### config.mk
export PLATFORM = sky130hd
export DESIGN_NAME = mxs_switch_ctrl
export DESIGN_NICKNAME = d
export VERILOG_FILES = /design/src/logic/mxs_pkg.sv /design/src/logic/mxs_sync.sv /design/src/logic/mxs_switch_ctrl.sv
export SDC_FILE = /design/constraint.sdc
export NUM_CORES = 1
export LEC_CHECK = 0
export BUFFER_PORTS_ARGS = -buffer_cell sky130_fd_sc_hd__buf_2
export CAP_MARGIN = 25
export CORE_MARGIN = 5
export CORE_UTILIZATION = 50
export DETAILED_ROUTE_END_ITERATION = 7
export PLACE_DENSITY = 0.67
export SYNTH_ARGS = -nofsm -noshare
export SYNTH_HDL_FRONTEND = slang
export SYNTH_SLANG_ARGS = --single-unit
### constraint.sdc
create_clock -name clock -period 3.4 [get_ports clock]
set_input_delay 1.02 -clock clock [delete_from_list [all_inputs] [get_ports clock]]
set_output_delay 1.02 -clock clock [all_outputs]
set_load 0.01 [all_outputs]
### src/logic/mxs_pkg.sv
// Constants for the two-wire controlled five-way 2:1 switch array.
// Assumes the bus master keeps to standard two-wire framing.
// What this block does
// - Load strobe high applies command at once
// - Load strobe applies all staged commands together
// - Soft reset bit honoured on every write
// - Reset opens all switches, output low
// - Read address acknowledged before data goes out
// - Two status bytes, master acknowledges the first
// - Status bit high means switch closed
// - Read bit shows general output level
// - Bits fifteen to six carry switch states
// - Bit three is output level, rest unassigned
// - Address is 1010 plus three select pins
// - Write word: command byte then control byte
// - Command byte: on/off bit plus target code
// - Latest staged command per element wins
package mxs_pkg;
	localparam int       NUM_MUX       = 5;
	localparam int       NUM_SW        = 2 * NUM_MUX;
	localparam logic [3:0] ADDR_FIXED  = 4'ha;   // Upper address nibble
	localparam logic [6:0] CMD_ALL_A   = 7'h00;
	localparam logic [6:0] CMD_ALL_B   = 7'h01;
	localparam logic [6:0] CMD_SW_FIRST = 7'h02;  // Mux1 A, then B, ...
	localparam logic [6:0] CMD_SW_LAST = 7'h0b;
	localparam logic [6:0] CMD_DIS_FIRST = 7'h0e; // Mux1 disabled
	localparam logic [6:0] CMD_DIS_LAST = 7'h12;
	localparam logic [6:0] CMD_GEN_OUT = 7'h14;
	localparam logic [6:0] CMD_ALL_DIS = 7'h1f;
	localparam int       CMD_ON_BIT    = 7;
	localparam int       CTL_LOAD_BIT  = 1;
	localparam int       CTL_RST_N_BIT = 0;
	localparam int       RB_GEN_OUT_BIT = 3;
	localparam logic [2:0] BIT_LAST    = 3'h7;
	localparam logic [10:0] STATE_RESET = 11'h000; // All open, output low
	typedef enum logic [2:0] {
		MXS_IDLE     = 3'b000,
		MXS_ADDR     = 3'b001,
		MXS_ADDR_ACK = 3'b010,
		MXS_WR_BYTE  = 3'b011,
		MXS_WR_ACK   = 3'b100,
		MXS_RD_BYTE  = 3'b101,
		MXS_RD_ACK   = 3'b110
	} mxs_state_t;
endpackage : mxs_pkg

### src/logic/mxs_sync.sv
// Two-flop synchroniser for pins that arrive from outside the clock.
// Assumes each bit is an independent level; no word coherence.
`timescale 1ns/10ps
module mxs_sync #(
	parameter int W = 1
) (
	input  wire logic         clock,
	input  wire logic         nrst,
	input  wire logic         clk_en,
	input  wire logic [W-1:0] d,
	output logic      [W-1:0] q
);
	logic [W-1:0] meta;

	// First stage feeds only the second stage
	// Reset to the idle-high bus level so no false edge follows reset
	always_ff @(posedge clock) begin
		if (!nrst) begin
			meta <= '1;
			q    <= '1;
		end else if (clk_en) begin
			meta <= d;
			q    <= meta;
		end
	end
endmodule : mxs_sync

### src/logic/mxs_switch_ctrl.sv
// Two-wire slave that stages, applies and reads back switch commands.
// Assumes scl and sda are slow against clock (bench scl period 320 ns).
`timescale 1ns/10ps
module mxs_switch_ctrl #(
	parameter bit HAS_GEN_OUT = 1'b1
) (
	input  wire logic       clock,
	input  wire logic       nrst,
	input  wire logic       clk_en,
	input  wire logic       scl_in,
	input  wire logic       sda_in,
	output logic            sda_out,
	output logic            sda_oe_n,
	input  wire logic       addr_select_2,
	input  wire logic       addr_select_1,
	input  wire logic       addr_select_0,
	output logic [9:0]      switch_closed,
	output logic            general_output_pin
);
	logic [4:0]          pins_q;
	logic                scl_s;
	logic                sda_s;
	logic [2:0]          addr_q;
	logic                scl_d;
	logic                sda_d;
	logic                scl_rise;
	logic                scl_fall;
	logic                start_seen;
	logic                stop_seen;
	mxs_pkg::mxs_state_t state;
	logic [2:0]          bit_cnt;
	logic                byte_full;
	logic [7:0]          rx_shift;
	logic [7:0]          rx_next;
	logic [7:0]          tx_shift;
	logic [7:0]          cmd_byte;
	logic                second_byte;
	logic                is_read;
	logic                rd_low;
	logic                rd_more;
	logic                ctl_taken;
	logic [10:0]         applied;
	logic [10:0]         staged;
	logic [10:0]         mask;
	logic                cmd_off;
	logic [10:0]         next_staged;
	logic [15:0]         status_word;

	mxs_sync #(
		.W (5)
	) u_sync (
		.clock  (clock),
		.nrst   (nrst),
		.clk_en (clk_en),
		.d      ({scl_in, sda_in, addr_select_2, addr_select_1,
		          addr_select_0}),
		.q      (pins_q)
	);
	assign {scl_s, sda_s, addr_q} = pins_q; // Bus lines, then straps

	// Edge and framing detection on synchronised lines
	always_ff @(posedge clock) begin
		if (!nrst) begin
			scl_d <= 1'b1;
			sda_d <= 1'b1;
		end else if (clk_en) begin
			scl_d <= scl_s;
			sda_d <= sda_s;
		end
	end
	assign scl_rise   = scl_s & ~scl_d;
	assign scl_fall   = ~scl_s & scl_d;
	assign start_seen = scl_s & scl_d & sda_d & ~sda_s;
	assign stop_seen  = scl_s & scl_d & ~sda_d & sda_s;
	assign rx_next    = {rx_shift[6:0], sda_s};

	// Element mask touched by a command byte, bit 10 being the output
	function automatic logic [10:0] cmd_mask(input logic [7:0] c);
		logic [6:0]  t;
		logic [10:0] m;
		logic        dis_all;
		t       = c[6:0];
		m       = '0;
		dis_all = (t == mxs_pkg::CMD_ALL_DIS) && !c[mxs_pkg::CMD_ON_BIT];
		for (int i = 0; i < mxs_pkg::NUM_MUX; i++) begin
			if (t == mxs_pkg::CMD_ALL_A || dis_all ||
			    t == mxs_pkg::CMD_SW_FIRST + 7'(2 * i) ||
			    t == mxs_pkg::CMD_DIS_FIRST + 7'(i)) begin
				m[9 - 2 * i] = 1'b1;
			end
			if (t == mxs_pkg::CMD_ALL_B || dis_all ||
			    t == mxs_pkg::CMD_SW_FIRST + 7'(2 * i + 1) ||
			    t == mxs_pkg::CMD_DIS_FIRST + 7'(i)) begin
				m[8 - 2 * i] = 1'b1;
			end
		end
		m[10] = HAS_GEN_OUT && (t == mxs_pkg::CMD_GEN_OUT);
		return m;
	endfunction : cmd_mask

	// Staging: the newest command overwrites what it touches
	assign mask    = cmd_mask(cmd_byte);
	assign cmd_off = (cmd_byte[6:0] >= mxs_pkg::CMD_DIS_FIRST &&
	                  cmd_byte[6:0] <= mxs_pkg::CMD_DIS_LAST) ||
	                 cmd_byte[6:0] == mxs_pkg::CMD_ALL_DIS;
	assign next_staged = (staged & ~mask) |
	                     (mask & {11{cmd_byte[mxs_pkg::CMD_ON_BIT] &
	                                 ~cmd_off}});
	assign ctl_taken = clk_en && scl_rise && state == mxs_pkg::MXS_WR_BYTE &&
	                   second_byte && bit_cnt == mxs_pkg::BIT_LAST;

	// Readback from applied state only; spare bits read zero
	assign status_word = {applied[9:0], 2'b00,
	                      applied[10] & HAS_GEN_OUT, 3'b000};

	// Protocol engine: address, write bytes, read bytes, acknowledges
	always_ff @(posedge clock) begin
		if (!nrst) begin
			state       <= mxs_pkg::MXS_IDLE;
			bit_cnt     <= 3'h0;
			byte_full   <= 1'b0;
			rx_shift    <= 8'h00;
			tx_shift    <= 8'h00;
			cmd_byte    <= 8'h00;
			second_byte <= 1'b0;
			is_read     <= 1'b0;
			rd_low      <= 1'b0;
			rd_more     <= 1'b0;
			sda_oe_n    <= 1'b1;
			sda_out     <= 1'b0;
		end else if (clk_en) begin
			sda_out <= 1'b0; // Open drain: only ever pulls low
			if (start_seen) begin
				// Repeated start is legal anywhere
				state       <= mxs_pkg::MXS_ADDR;
				bit_cnt     <= 3'h0;
				byte_full   <= 1'b0;
				second_byte <= 1'b0;
				sda_oe_n    <= 1'b1;
			end else if (stop_seen) begin
				state    <= mxs_pkg::MXS_IDLE;
				sda_oe_n <= 1'b1;
			end else if (scl_rise) begin
				case (state)
				mxs_pkg::MXS_ADDR, mxs_pkg::MXS_WR_BYTE: begin
					rx_shift  <= rx_next;
					bit_cnt   <= bit_cnt + 3'h1;
					byte_full <= (bit_cnt == mxs_pkg::BIT_LAST);
					if (state == mxs_pkg::MXS_WR_BYTE &&
					    bit_cnt == mxs_pkg::BIT_LAST) begin
						if (!second_byte)
							cmd_byte <= rx_next;
						second_byte <= ~second_byte;
					end
				end
				mxs_pkg::MXS_RD_BYTE: begin
					bit_cnt   <= bit_cnt + 3'h1;
					byte_full <= (bit_cnt == mxs_pkg::BIT_LAST);
				end
				mxs_pkg::MXS_RD_ACK: begin
					// Master acknowledge asks for the low byte
					rd_more <= ~sda_s & ~rd_low;
				end
				default: begin
				end
				endcase
			end else if (scl_fall) begin
				byte_full <= 1'b0;
				case (state)
				mxs_pkg::MXS_ADDR: begin
					if (byte_full && rx_shift[7:1] ==
					    {mxs_pkg::ADDR_FIXED, addr_q}) begin
						state    <= mxs_pkg::MXS_ADDR_ACK;
						is_read  <= rx_shift[0];
						sda_oe_n <= 1'b0;
					end else if (byte_full) begin
						state <= mxs_pkg::MXS_IDLE;
					end
				end
				mxs_pkg::MXS_ADDR_ACK: begin
					bit_cnt <= 3'h0;
					if (is_read) begin
						state    <= mxs_pkg::MXS_RD_BYTE;
						rd_low   <= 1'b0;
						tx_shift <= status_word[15:8];
						sda_oe_n <= status_word[15];
					end else begin
						state    <= mxs_pkg::MXS_WR_BYTE;
						sda_oe_n <= 1'b1;
					end
				end
				mxs_pkg::MXS_WR_BYTE: begin
					if (byte_full) begin
						state    <= mxs_pkg::MXS_WR_ACK;
						sda_oe_n <= 1'b0;
					end
				end
				mxs_pkg::MXS_WR_ACK: begin
					state    <= mxs_pkg::MXS_WR_BYTE;
					sda_oe_n <= 1'b1;
				end
				mxs_pkg::MXS_RD_BYTE: begin
					if (byte_full) begin
						// Release so the master can acknowledge
						state    <= mxs_pkg::MXS_RD_ACK;
						sda_oe_n <= 1'b1;
					end else begin
						sda_oe_n <= tx_shift[6];
						tx_shift <= {tx_shift[6:0], 1'b0};
					end
				end
				mxs_pkg::MXS_RD_ACK: begin
					if (rd_more) begin
						state    <= mxs_pkg::MXS_RD_BYTE;
						rd_low   <= 1'b1;
						bit_cnt  <= 3'h0;
						tx_shift <= status_word[7:0];
						sda_oe_n <= status_word[7];
					end else begin
						state    <= mxs_pkg::MXS_IDLE;
						sda_oe_n <= 1'b1;
					end
					rd_more <= 1'b0;
				end
				default: begin
					state <= mxs_pkg::MXS_IDLE;
				end
				endcase
			end
		end
	end
	// Switch state: staged copy and applied copy, updated per control byte
	always_ff @(posedge clock) begin
		if (!nrst) begin
			applied <= mxs_pkg::STATE_RESET;
			staged  <= mxs_pkg::STATE_RESET;
		end else if (ctl_taken) begin
			if (!rx_next[mxs_pkg::CTL_RST_N_BIT]) begin
				applied <= mxs_pkg::STATE_RESET;
				staged  <= mxs_pkg::STATE_RESET;
			end else begin
				staged <= next_staged;
				if (rx_next[mxs_pkg::CTL_LOAD_BIT])
					applied <= next_staged;
			end
		end
	end
	// Pin outputs follow the applied copy; closed reads as one
	always_ff @(posedge clock) begin
		if (!nrst) begin
			switch_closed      <= 10'h000;
			general_output_pin <= 1'b0;
		end else if (clk_en) begin
			switch_closed      <= applied[9:0];
			general_output_pin <= applied[10] & HAS_GEN_OUT;
		end
	end
endmodule : mxs_switch_ctrl

# Word-level counts from Yosys, hierarchy flattened
# Cells that the tools add are included.
# word_totals
in_bits,8
regBits,80
out_inout_bits,13
# classes
eq_ne,38
addsub,1
order_cmp,2
muxes,62
reduce_logical,57
n_bitwise,23
# op_table
operator,count
two-way mux 3 bit,16
== test 7 x 4 -> 1 bit (second input constant),6
== test 7 x 5 -> 1 bit (second input constant),5
two-way mux 1 bit,35
two-way mux 11 bit,3
== test 7 x 3 -> 1 bit (second input constant),4
logical OR 1 bit,23
bitwise AND 11 bit,2
two-way mux 7 bit,3
one-hot mux 7 bit (3 select lines),1
one-hot mux 3 bit (6 select lines),1
AND reduction 6 bit,3
!= test 4 bit (second input constant),4
AND reduction 5 bit,3
== test 7 x 2 -> 1 bit (second input constant),2
AND reduction 7 bit,2
== test 3 bit (second input constant),4
NOT 11 bit,1
OR 11 bit,1
!= test 2 bit (second input constant),5
NOT 1 bit,10
nonzero test 2 bit,5
bitwise AND 1 bit,9
AND reduction 9 bit,1
24 further kinds,34

# Longest topological paths before layout
# Gate-level depths: netlist of run 1.
# depth
word_depth,11
mapped_depth,9
mapped_depth_nobuf,7

# Cells and area by module
# Synthesis of run 1 repeated with hierarchy kept, for this count alone.
# unflattened
hier_cells,482
hier_area_um2,4085.2
# modules_own_cells
mod,n_inst,cells_each,area_each_um2,seq_area_each_um2
mxs_switch_ctrl,1,450,3732.3,1401.3
mxs_sync,1,32,352.8,200.2

# Worst setup path before layout of run 1
# Ideal clock, no wire load.
# synth_timing
kind,input to register
start,input port clk_en
end,register tx_shift[1]
t_required_ns,3.275
cell_stages,6
slack_ns,1.165
t_arrival_ns,2.110
path_buffers,1
setup_time_ns,0.125
path_cell_list,buf_2 -> inv_1 -> a211oi_4 -> nand3_2 -> a221oi_1 -> nor3b_1
# synth_between
elab_chain_cells,1
# synth_rtl
element,line_no,source
"start, declared",mxs_switch_ctrl.sv:9,"input wire logic clk_en,"
AND reduction 9 bit (no source line),--,
"end signal, assigned",mxs_switch_ctrl.sv:185,tx_shift <= status_word[15:8];
"end signal, assigned",mxs_switch_ctrl.sv:209,"tx_shift <= {tx_shift[6:0], 1'b0};"
"end signal, assigned",mxs_switch_ctrl.sv:217,tx_shift <= status_word[7:0];
"end, declared",mxs_switch_ctrl.sv:35,logic [7:0] tx_shift;
# Every way passes these cells.
# A chain may end at the register's enable or synchronous reset.

# Final worst setup path of run 1
# layout_timing
start,register u_sync.q[4]
end,register applied[8]
# layout_between
elab_chain_cells,6
# layout_rtl
element,line_no,source
"start, declared",mxs_sync.sv:11,output logic [W-1:0] q
"start signal, assigned",mxs_sync.sv:23,q <= meta;
bitwise AND 1 bit,mxs_switch_ctrl.sv:71,assign scl_rise = scl_s & ~scl_d;
logical AND 1 bit (3 in series),mxs_switch_ctrl.sv:109,assign ctl_taken = clk_en && scl_rise && state == mxs_pkg::MXS_WR_BYTE &&
logical AND 1 bit,mxs_switch_ctrl.sv:110,second_byte && bit_cnt == mxs_pkg::BIT_LAST;
AND reduction 2 bit (no source line),--,
"end signal, assigned",mxs_switch_ctrl.sv:235,applied <= mxs_pkg::STATE_RESET;
"end signal, assigned",mxs_switch_ctrl.sv:239,applied <= mxs_pkg::STATE_RESET;
"end signal, assigned",mxs_switch_ctrl.sv:244,applied <= next_staged;
"end, declared",mxs_switch_ctrl.sv:42,logic [10:0] applied;
# Every way passes these cells.

==> flow_metrics.env, run 1 <==
export IMPL_timing_worst_setup_path_type="flip-flop to flip-flop"
export IMPL_dp_hpwl_mm=6.423
export IMPL_fin_worst_skew_ps=7.599
export IMPL_rsz0062_at_grt="false"
export IMPL_p_total_uw=1847
export IMPL_setup_viol=0
export IMPL_viasPerCell=5.779
export IMPL_synth_edff_count=0
export IMPL_syn_to_final_growth_pct=8.219
export IMPL_numCtsBuffers=9
export IMPL_yosysTopAreaCellShare_pct=38.12
export IMPL_slew_violations=0
export IMPL_die_w_um=101.7
export IMPL_ys_seq_elements=80
export IMPL_grt_pass1_wl_mm=15.36
export IMPL_yosysWarnings=0
export IMPL_cp_max_fo=13
export IMPL_drt_iter0_markers=128
export IMPL_layout_commonest_cell="dfxtp_1"
export IMPL_cts_resized=0
export IMPL_die_h_um=101.7
export IMPL_cts_tree="done"
export IMPL_synth_area_leaders="dfxtp_1, mux2i_1, nor2b_1, nand2_1, o21ai_0"
export IMPL_synth_cell_area_mm2=0.004202
export IMPL_cts_htree_levels=3
export IMPL_yosysUniqueCellTypes=62
export IMPL_finalNetCount=486
export IMPL_synth_ff_type="dfxtp_1"
export IMPL_mostFrequentLayoutCells="dfxtp_1, mux2i_1, nand2_1, nor2b_1"
export IMPL_vias=3369
export IMPL_first_pass_iters=4
export IMPL_syn_num_nets=483
export IMPL_n_antenna_cell=0
export IMPL_avgSynthCellArea_um2=8.939
export IMPL_crit_required_ps=3670
export IMPL_ios=21
export IMPL_outcome="completed"
export IMPL_async_flop_share_pct=0
export IMPL_tns_ps=0
export IMPL_maxSlewHeadroom_pct=49.41
export IMPL_finalCritPeriodShare_pct=70.46
export IMPL_static_leakage_power_uw=0.001860
export IMPL_drv_cap=0
export IMPL_cp_arrival_ps=2660
export IMPL_wire_per_inst_um=15.60
export IMPL_drc=0
export IMPL_coreArea_mm2=0.008217
export IMPL_clk_pin_slew_ps=80
export IMPL_ctsHoldBuffers=0
export IMPL_post_cts_buffers=0
export IMPL_die_area_mm2=0.01034
export IMPL_ir_worst_vdd_v=0.0002285
export IMPL_drive_above_1_share_pct=10.67
export IMPL_routed_wirelength_mm=9.096
export IMPL_grt_max_degree=36
export IMPL_worst_pin_slew_ps=757.2
export IMPL_fin_crit_ps=2395
export IMPL_initial_utilization_pct=51.13
export IMPL_netlist_top_cell_by_area="dfxtp_1"
export IMPL_hold_path_class="flip-flop to flip-flop"
export IMPL_clockBufferDepth=2
export IMPL_core_rowCount=33
export IMPL_clock_sinks=80
export IMPL_grt_pass1_vias=3170
export IMPL_fmax_mhz=417.5
export IMPL_final_antenna_net_count=0
export IMPL_grt_ovfl_total=0
export IMPL_insertion_delay_ps=340
export IMPL_syn_inst=470
export IMPL_antenna_found_initial=0
export IMPL_clock_root_buffer="clkbuf_8"
export IMPL_place_congestion=0.7680
export IMPL_ys_seq_area_share_pct=38.12
export IMPL_worstSetupStartpointType="flip-flop"
export IMPL_grtUsageTotal_pct=18.34
export IMPL_finalHoldViolCount=0
export IMPL_end_kind="flip-flop"
export IMPL_port_buffers=19
export IMPL_p_per_area_mw_per_mm2=406.2
[worst paths after layout]
check             cells after the start                      from                       to  slack, ps
setup / recovery                      6  u_sync.q[4]$_SDFFE_PN1P_  applied[8]$_SDFFE_PN0P_       1000
hold / removal                        2   bit_cnt[1]$_SDFFE_PN0P_  bit_cnt[1]$_SDFFE_PN0P_        470
setup reg to reg                      6  u_sync.q[4]$_SDFFE_PN1P_  applied[8]$_SDFFE_PN0P_       1000
hold reg to reg                       2   bit_cnt[1]$_SDFFE_PN0P_  bit_cnt[1]$_SDFFE_PN0P_        470
[registers in the layout (all words and copies together) (netlist names), 3 cells and up]
signal         count
tx_shift           7
bit_cnt            3
u_sync.meta        5
switch_closed     10
u_sync.q           5
state              3
staged            11
cmd_byte           8
rx_shift           8
applied           11
[worst max-delay path, stage by stage, from the launching register on]
cell and delay (ps):
dfxtp_1 380, ha_1 400, inv_1 210, nor3_2 320, and3_1 480, nand2_1 300, o21ai_0 220
[area by class of cell]
cell class | instances | area (um^2)
Sequential cell | 80 | 1602
Inverter | 9 | 33.78
Timing Repair Buffer | 25 | 140.1
Clock inverter | 7 | 102.6
Multi-Input combinational cell | 348 | 2414
Tap cell | 105 | 131.4
Fill cell | 764 | 3670
Clock buffer | 9 | 123.9
[power by group]
part | internal, uW | total [uW] | switching (uW)
clock | 421 | 794 | 373
combinational | 39.6 | 101 | 61.5
sequential | 944 | 952 | 7.75
[per-layer routing]
metal / share of wire, % / track usage [%] / wire length, um
met5: 0 / 0 / 0
met4: 1.2 / 6.135 / 110
met3: 3.3 / 3.099 / 296
met2: 46 / 29.63 / 4185
met1: 50 / 24.87 / 4503
[Yosys cell counts, types with 4 or more instances]
master and number:
ha_1 5, a32oi_1 7, nor2_1 22, a31oi_1 6
xor2_1 6, o21ai_1 7, o21ai_0 22, dfxtp_1 80
nand2b_1 9, inv_1 9, nand2_1 45, o22ai_1 6
mux2i_1 55, a21oi_1 16, buf_2 14, nand4_1 6
nand3_1 9, o211ai_1 4, a21boi_0 4, nor2b_1 40
a22o_1 4, a32o_1 9, clkbuf_1 13, nor3b_1 8
and2_1 4, a221oi_1 4
[cells by family after synthesis]
group           Yosys count  share of synthesized area [%]
mux                      55                          13.10
compound gates          114                          19.21
flops                    80                          38.12
other cells               1                        0.08925
xor+xnor                  6                          1.251
buf+inv                  42                          4.437
fa+ha+maj                 5                          1.489
simple gates            167                          22.30
[stage by stage]
stage	setup WS [ps]	cells	area [um^2]	util (%)	hold slack (ps)
final	1005	583	4547	55.34	468.1
after global routing	794.8	583	4547	55.34	498.1
after CTS	1015	583	4547	55.34	472.3
after detailed placement	840.3	567	4320	52.58	453.0
after global placement	888.9	567	4320	52.58	438.2
after floorplan	1165	470	4202	-	428.5
Note: power is estimated with default switching activity, not from simulation.
==> inputs of run 2 (changes only) <==
==> constraint.sdc (replaced) <==
create_clock -name clock -period 2.49 [get_ports clock]
set_input_delay 0.747 -clock clock [delete_from_list [all_inputs] [get_ports clock]]
set_output_delay 0.747 -clock clock [all_outputs]
set_load 0.01 [all_outputs]
==> run 2 against run 1 <==
Against the previous run: critical path depth down 1; sequential power up 37%; hold slack worse by 0.81 ps; sequential share of layout area down 0.22 points; core utilization up 0.35 points; clock skew up 2.7 ps; count of clock-buffer cells in the layout unchanged; non-clock buffer count up 9; design area up 0.63%; die area unchanged; via count up 1.5%; worst setup slack worse by 750 ps; critical path type unchanged; largest power group unchanged.
==> flow_metrics.env, run 2 (same netlist as run 1, synthesis figures left out) <==
export IMPL_multiInputGateArea_mm2=0.002414
export IMPL_port_buffers=19
export IMPL_post_cts_buffers=0
export IMPL_fmax_mhz=446.5
export IMPL_worstSetupStartpointType="flip-flop"
export IMPL_grt_pass1_wl_mm=15.77
export IMPL_pre_cts_slack_ps=281.9
export IMPL_die_h_um=101.7
export IMPL_worst_pin_slew_ps=675.4
export IMPL_crit_required_ps=2750
export IMPL_layout_commonest_cell="dfxtp_1"
export IMPL_grtUsageTotal_pct=19.22
export IMPL_grt_ovfl_total=0
export IMPL_syn_to_final_growth_pct=8.904
export IMPL_cts_htree_levels=3
export IMPL_fin_worst_skew_ps=10.33
export IMPL_antenna_found_initial=0
export IMPL_finalCritPeriodShare_pct=89.94
export IMPL_n_antenna_cell=0
export IMPL_clock_root_buffer="clkbuf_8"
export IMPL_fin_hold_ws_ps=467.3
export IMPL_slew_violations=0
export IMPL_first_pass_iters=5
export IMPL_die_w_um=101.7
export IMPL_clk_pin_slew_ps=90
export IMPL_cts_resized=0
export IMPL_rsz0062_at_grt="false"
export IMPL_ff2ff_setup_slack_ps=250
export IMPL_cts_tree="done"
export IMPL_hold_path_class="flip-flop to flip-flop"
export IMPL_ir_worst_vdd_v=0.0004486
export IMPL_reg2reg_from="state[1]$_SDFFE_PN0P_"
export IMPL_fin_area_mm2=0.004576
export IMPL_tns_ps=0
export IMPL_ios=21
export IMPL_numCtsBuffers=9
export IMPL_drt_iter0_markers=134
export IMPL_cp_max_fo=16
export IMPL_place_congestion=0.8250
export IMPL_core_rowCount=33
export IMPL_dp_hpwl_mm=6.750
export IMPL_hold_path_startpoint="bit_cnt[2]$_SDFFE_PN0P_"
export IMPL_outcome="completed"
export IMPL_finalHoldViolCount=0
export IMPL_ff2ff_path_depth=5
export IMPL_maxSlewHeadroom_pct=54.97
export IMPL_mostFrequentLayoutCells="dfxtp_1, mux2i_1, nand2_1, nor2b_1"
export IMPL_ff_latch_area_mm2=0.001602
export IMPL_wire_per_inst_um=15.76
export IMPL_cp_arrival_ps=2490
export IMPL_final_cells=592
export IMPL_vias=3420
export IMPL_die_area_mm2=0.01034
export IMPL_insertion_delay_ps=360
export IMPL_viasPerCell=5.777
export IMPL_clockBufferDepth=2
export IMPL_p_per_area_mw_per_mm2=515.6
export IMPL_setup_viol=0
export IMPL_coreArea_mm2=0.008217
export IMPL_postPlaceCellArea_mm2=0.004388
export IMPL_fin_crit_ps=2239
export IMPL_initial_utilization_pct=51.13
export IMPL_crit_slowest_cell="dfxtp_1"
export IMPL_final_antenna_net_count=0
export IMPL_dp_cells=576
export IMPL_end_kind="flip-flop"
export IMPL_drv_cap=0
export IMPL_finalNetCount=495
export IMPL_fin_ws_ps=250.5
export IMPL_timing_worst_setup_path_type="flip-flop to flip-flop"
export IMPL_ctsHoldBuffers=0
export IMPL_grt_max_degree=23
export IMPL_largestRegisters="applied: 11 flops, staged: 11 flops, switch_closed: 10 flops"
export IMPL_drc=0
export IMPL_hold_path_end="bit_cnt[2]$_SDFFE_PN0P_"
export IMPL_fill_cells=763
export IMPL_clock_sinks=80
export IMPL_worstPathCellList="nand4b_1 > or3_1 > nand2_1 > o21ai_0 > a32o_1"
export IMPL_routed_wirelength_mm=9.329
export IMPL_reg2reg_to="staged[8]$_SDFFE_PN0P_"
export IMPL_drive_above_1_share_pct=12.32
export IMPL_slowest_delay_ps=680
export IMPL_hold_depth=2
export IMPL_static_leakage_power_uw=0.001885
export IMPL_grt_pass1_vias=3123
-- run 2: changes by cell type in the layout (fill, tap and decap cells not counted), sizes merged --
cell and change:
bufinv -2, inv +1, clkinvlp +1, buf +9
-- run 2: metal layers --
metal | global-route usage [%] | wire length [um]
met2 | 29.93 | 4221
met1 | 26.55 | 4574
met5 | 0 | 0
met4 | 7.873 | 238
met3 | 3.099 | 295
-- run 2: worst max-delay path by stage --
stage | slack, ps | start | to
2_1_floorplan | 530 | clk_en | tx_shift[1]$_SDFFE_PN0P_
3_3_place_gp | 370 | state[1]$_SDFFE_PN0P_ | staged[1]$_SDFFE_PN0P_
3_5_place_dp | 280 | state[1]$_SDFFE_PN0P_ | staged[8]$_SDFFE_PN0P_
4_1_cts | 280 | state[1]$_SDFFE_PN0P_ | staged[8]$_SDFFE_PN0P_
5_1_grt | 120 | state[1]$_SDFFE_PN0P_ | staged[8]$_SDFFE_PN0P_
6_report | 250 | state[1]$_SDFFE_PN0P_ | staged[8]$_SDFFE_PN0P_
-- run 2: final cells by class --
cell class / instances / area share, %
multi-input combinational: 348 / 52.75
sequential: 80 / 35.00
timing repair buffer: 34 / 4.539
tap: 105 / 2.871
clock buffer: 9 / 2.707
clock inverter: 7 / 1.395
inverter: 9 / 0.7383
-- run 2: critical path: cells and delay by family, from the launching register on --
family,cells,cell delay [ps]
flops,1,680
compound gates,2,380
simple gates,3,1080
-- run 2: where the power goes --
group | total [uW] | switching (uW) | internal [uW]
combinational | 145 | 86.4 | 58.9
clock | 916 | 534 | 383
sequential | 1300 | 8.81 | 1290
total | 2360 | 629 | 1730
-- run 2: stage by stage --
stage | total power [uW] | utilization [%]
3_5_place_dp | 1473 | 53.40
2_1_floorplan | 1437 | -
3_3_place_gp | 1471 | 53.40
5_1_grt | 2455 | 55.69
4_1_cts | 2382 | 55.69
6_report | 2359 | 55.69
==> inputs of run 3 (changes only) <==
--- a/config.mk
+++ b/config.mk
@@ -7,9 +7,10 @@
 export LEC_CHECK = 0
 export BUFFER_PORTS_ARGS = -buffer_cell sky130_fd_sc_hd__buf_2
 export CAP_MARGIN = 25
-export CORE_MARGIN = 5
+export CORE_MARGIN = 2
 export CORE_UTILIZATION = 50
 export DETAILED_ROUTE_END_ITERATION = 7
+export HOLD_SLACK_MARGIN = 0.05
 export PLACE_DENSITY = 0.67
 export SYNTH_ARGS = -nofsm -noshare
 export SYNTH_HDL_FRONTEND = slang
==> run 3 against run 2 <==
Against the previous run: first-iteration DRC count grew 16%; critical path depth grew 1; count of clock-buffer cells in the layout grew 1; clock skew shrank 2.8 ps; core utilization grew 0.45 points; sequential power is essentially flat; largest cell class unchanged; final cell count shrank 0.34%; critical endpoint is now tx_shift[1]$_SDFFE_PN0P_; die area shrank 11%.
==> flow_metrics.env, run 3 (same netlist as run 1, synthesis figures left out) <==
export IMPL_worstPathCellList="buf_4 > nor2_1 > a32oi_1 > nand3_2 > a221oi_1 > nor3b_1"
export IMPL_static_leakage_power_uw=0.001898
export IMPL_vias=3435
export IMPL_die_area_mm2=0.009153
export IMPL_post_cts_buffers=0
export IMPL_port_buffers=19
export IMPL_dp_cells=574
export IMPL_fmax_mhz=455.2
export IMPL_grt_ovfl_total=0
export IMPL_drc=0
export IMPL_antenna_found_initial=0
export IMPL_drive_above_1_share_pct=11.96
export IMPL_viasPerCell=5.822
export IMPL_wire_per_inst_um=15.61
export IMPL_crit_slowest_cell="dfxtp_1"
export IMPL_fin_crit_ps=2197
export IMPL_fin_worst_skew_ps=7.550
export IMPL_ff2ff_setup_slack_ps=290
export IMPL_largestRegisters="applied: 11 flops, staged: 11 flops, switch_closed: 10 flops"
export IMPL_timing_worst_setup_path_type="flip-flop to flip-flop"
export IMPL_routed_wirelength_mm=9.207
export IMPL_crit_required_ps=2720
export IMPL_worst_pin_slew_ps=672.8
export IMPL_crit_family="compound AO/OA/AOI/OAI gates"
export IMPL_insertion_delay_ps=350
export IMPL_numCtsBuffers=9
export IMPL_cts_resized=0
export IMPL_p_per_area_mw_per_mm2=530.1
export IMPL_reg2reg_to="tx_shift[1]$_SDFFE_PN0P_"
export IMPL_finalCritPeriodShare_pct=88.22
export IMPL_ios=21
export IMPL_cp_max_fo=15
export IMPL_grt_pass1_vias=3062
export IMPL_end_kind="flip-flop"
export IMPL_finalHoldViolCount=0
export IMPL_tns_ps=0
export IMPL_clock_sinks=80
export IMPL_place_congestion=0.8752
export IMPL_reg2reg_from="state[0]$_SDFFE_PN0P_"
export IMPL_outcome="completed"
export IMPL_drt_iter0_markers=155
export IMPL_worstSetupStartpointType="flip-flop"
export IMPL_rsz0062_at_grt="false"
export IMPL_ctsHoldBuffers=0
export IMPL_critPathLaunch="state[0]$_SDFFE_PN0P_"
export IMPL_maxSlewHeadroom_pct=55.15
export IMPL_die_w_um=95.67
export IMPL_initial_utilization_pct=51.39
export IMPL_final_antenna_net_count=0
export IMPL_clockBufferDepth=2
export IMPL_n_antenna_cell=0
export IMPL_cts_tree="done"
export IMPL_hold_path_class="flip-flop to flip-flop"
export IMPL_clk_pin_slew_ps=80
export IMPL_die_h_um=95.67
export IMPL_slew_violations=0
export IMPL_postLayoutCoreUtil_pct=56.14
export IMPL_final_cells=590
export IMPL_cp_endpoint="tx_shift[1]$_SDFFE_PN0P_"
export IMPL_slowest_delay_ps=540
export IMPL_mostFrequentLayoutCells="dfxtp_1, mux2i_1, nand2_1, nor2b_1"
export IMPL_core_rowCount=33
export IMPL_finalNetCount=493
export IMPL_cp_num_cells=6
export IMPL_fin_hold_ws_ps=467.3
export IMPL_layout_commonest_cell="dfxtp_1"
export IMPL_first_pass_iters=4
export IMPL_clock_root_buffer="clkbuf_8"
export IMPL_cp_arrival_ps=2430
export IMPL_ff2ff_path_depth=6
export IMPL_setup_viol=0
export IMPL_grtUsageTotal_pct=21.46
export IMPL_grt_pass1_wl_mm=15.30
export IMPL_drv_cap=0
export IMPL_path_buf_inv=1
export IMPL_coreArea_mm2=0.008175
export IMPL_cts_htree_levels=3
export IMPL_syn_to_final_growth_pct=9.232
export IMPL_ir_worst_vdd_v=0.0003536
export IMPL_dp_hpwl_mm=6.415
export IMPL_grt_max_degree=44
-- run 3: layer usage --
metal / vias up / track usage (%) / routed length [um]
met5: - / 0 / 0
met3: 12 / 3.399 / 261
met1: 1632 / 28.80 / 4625
li1: 1730 / - / -
met4: 0 / 8.333 / 151
met2: 61 / 34.56 / 4169
-- run 3: layout make-up --
cell class / count / area (um^2)
tap: 105 / 131.4
clock buffer: 10 / 137.6
multi-input combinational: 348 / 2414
sequential: 80 / 1602
inverter: 9 / 33.78
fill: 766 / 3586
clock inverter: 6 / 66.31
timing repair buffer: 32 / 205.2
-- run 3: stage by stage --
| step | power (uW) | setup slack, ps | cell area, um^2 |
|---|---|---|---|
| floorplan | 1437 | 528.3 | 4202 |
| global placement | 1472 | 365.7 | 4385 |
| detailed placement | 1474 | 340.7 | 4385 |
| CTS | 2461 | 352.9 | 4589 |
| global route | 2533 | 122.0 | 4589 |
| finish | 2433 | 293.2 | 4589 |
-- run 3: worst register-to-register path: stages (launching register included) --
cell,delay [ps]
dfxtp_1,540
buf_4,270
nor2_1,70
a32oi_1,450
nand3_2,280
a221oi_1,370
nor3b_1,100
-- run 3: worst min path at each step --
stage | start | to | slack [ps] | cells after the start
6_report | staged[10]$_SDFFE_PN0P_ | staged[10]$_SDFFE_PN0P_ | 470 | 2
3_5_place_dp | staged[10]$_SDFFE_PN0P_ | staged[10]$_SDFFE_PN0P_ | 450 | 2
4_1_cts | staged[10]$_SDFFE_PN0P_ | staged[10]$_SDFFE_PN0P_ | 460 | 2
2_1_floorplan | staged[10]$_SDFFE_PN0P_ | staged[10]$_SDFFE_PN0P_ | 430 | 2
5_1_grt | staged[10]$_SDFFE_PN0P_ | staged[10]$_SDFFE_PN0P_ | 480 | 2
3_3_place_gp | staged[10]$_SDFFE_PN0P_ | staged[10]$_SDFFE_PN0P_ | 440 | 2
-- run 3: where the power goes --
group,internal [uW],switching (uW)
combinational,59.0,86.9
sequential,1290,9.52
clock,494,495
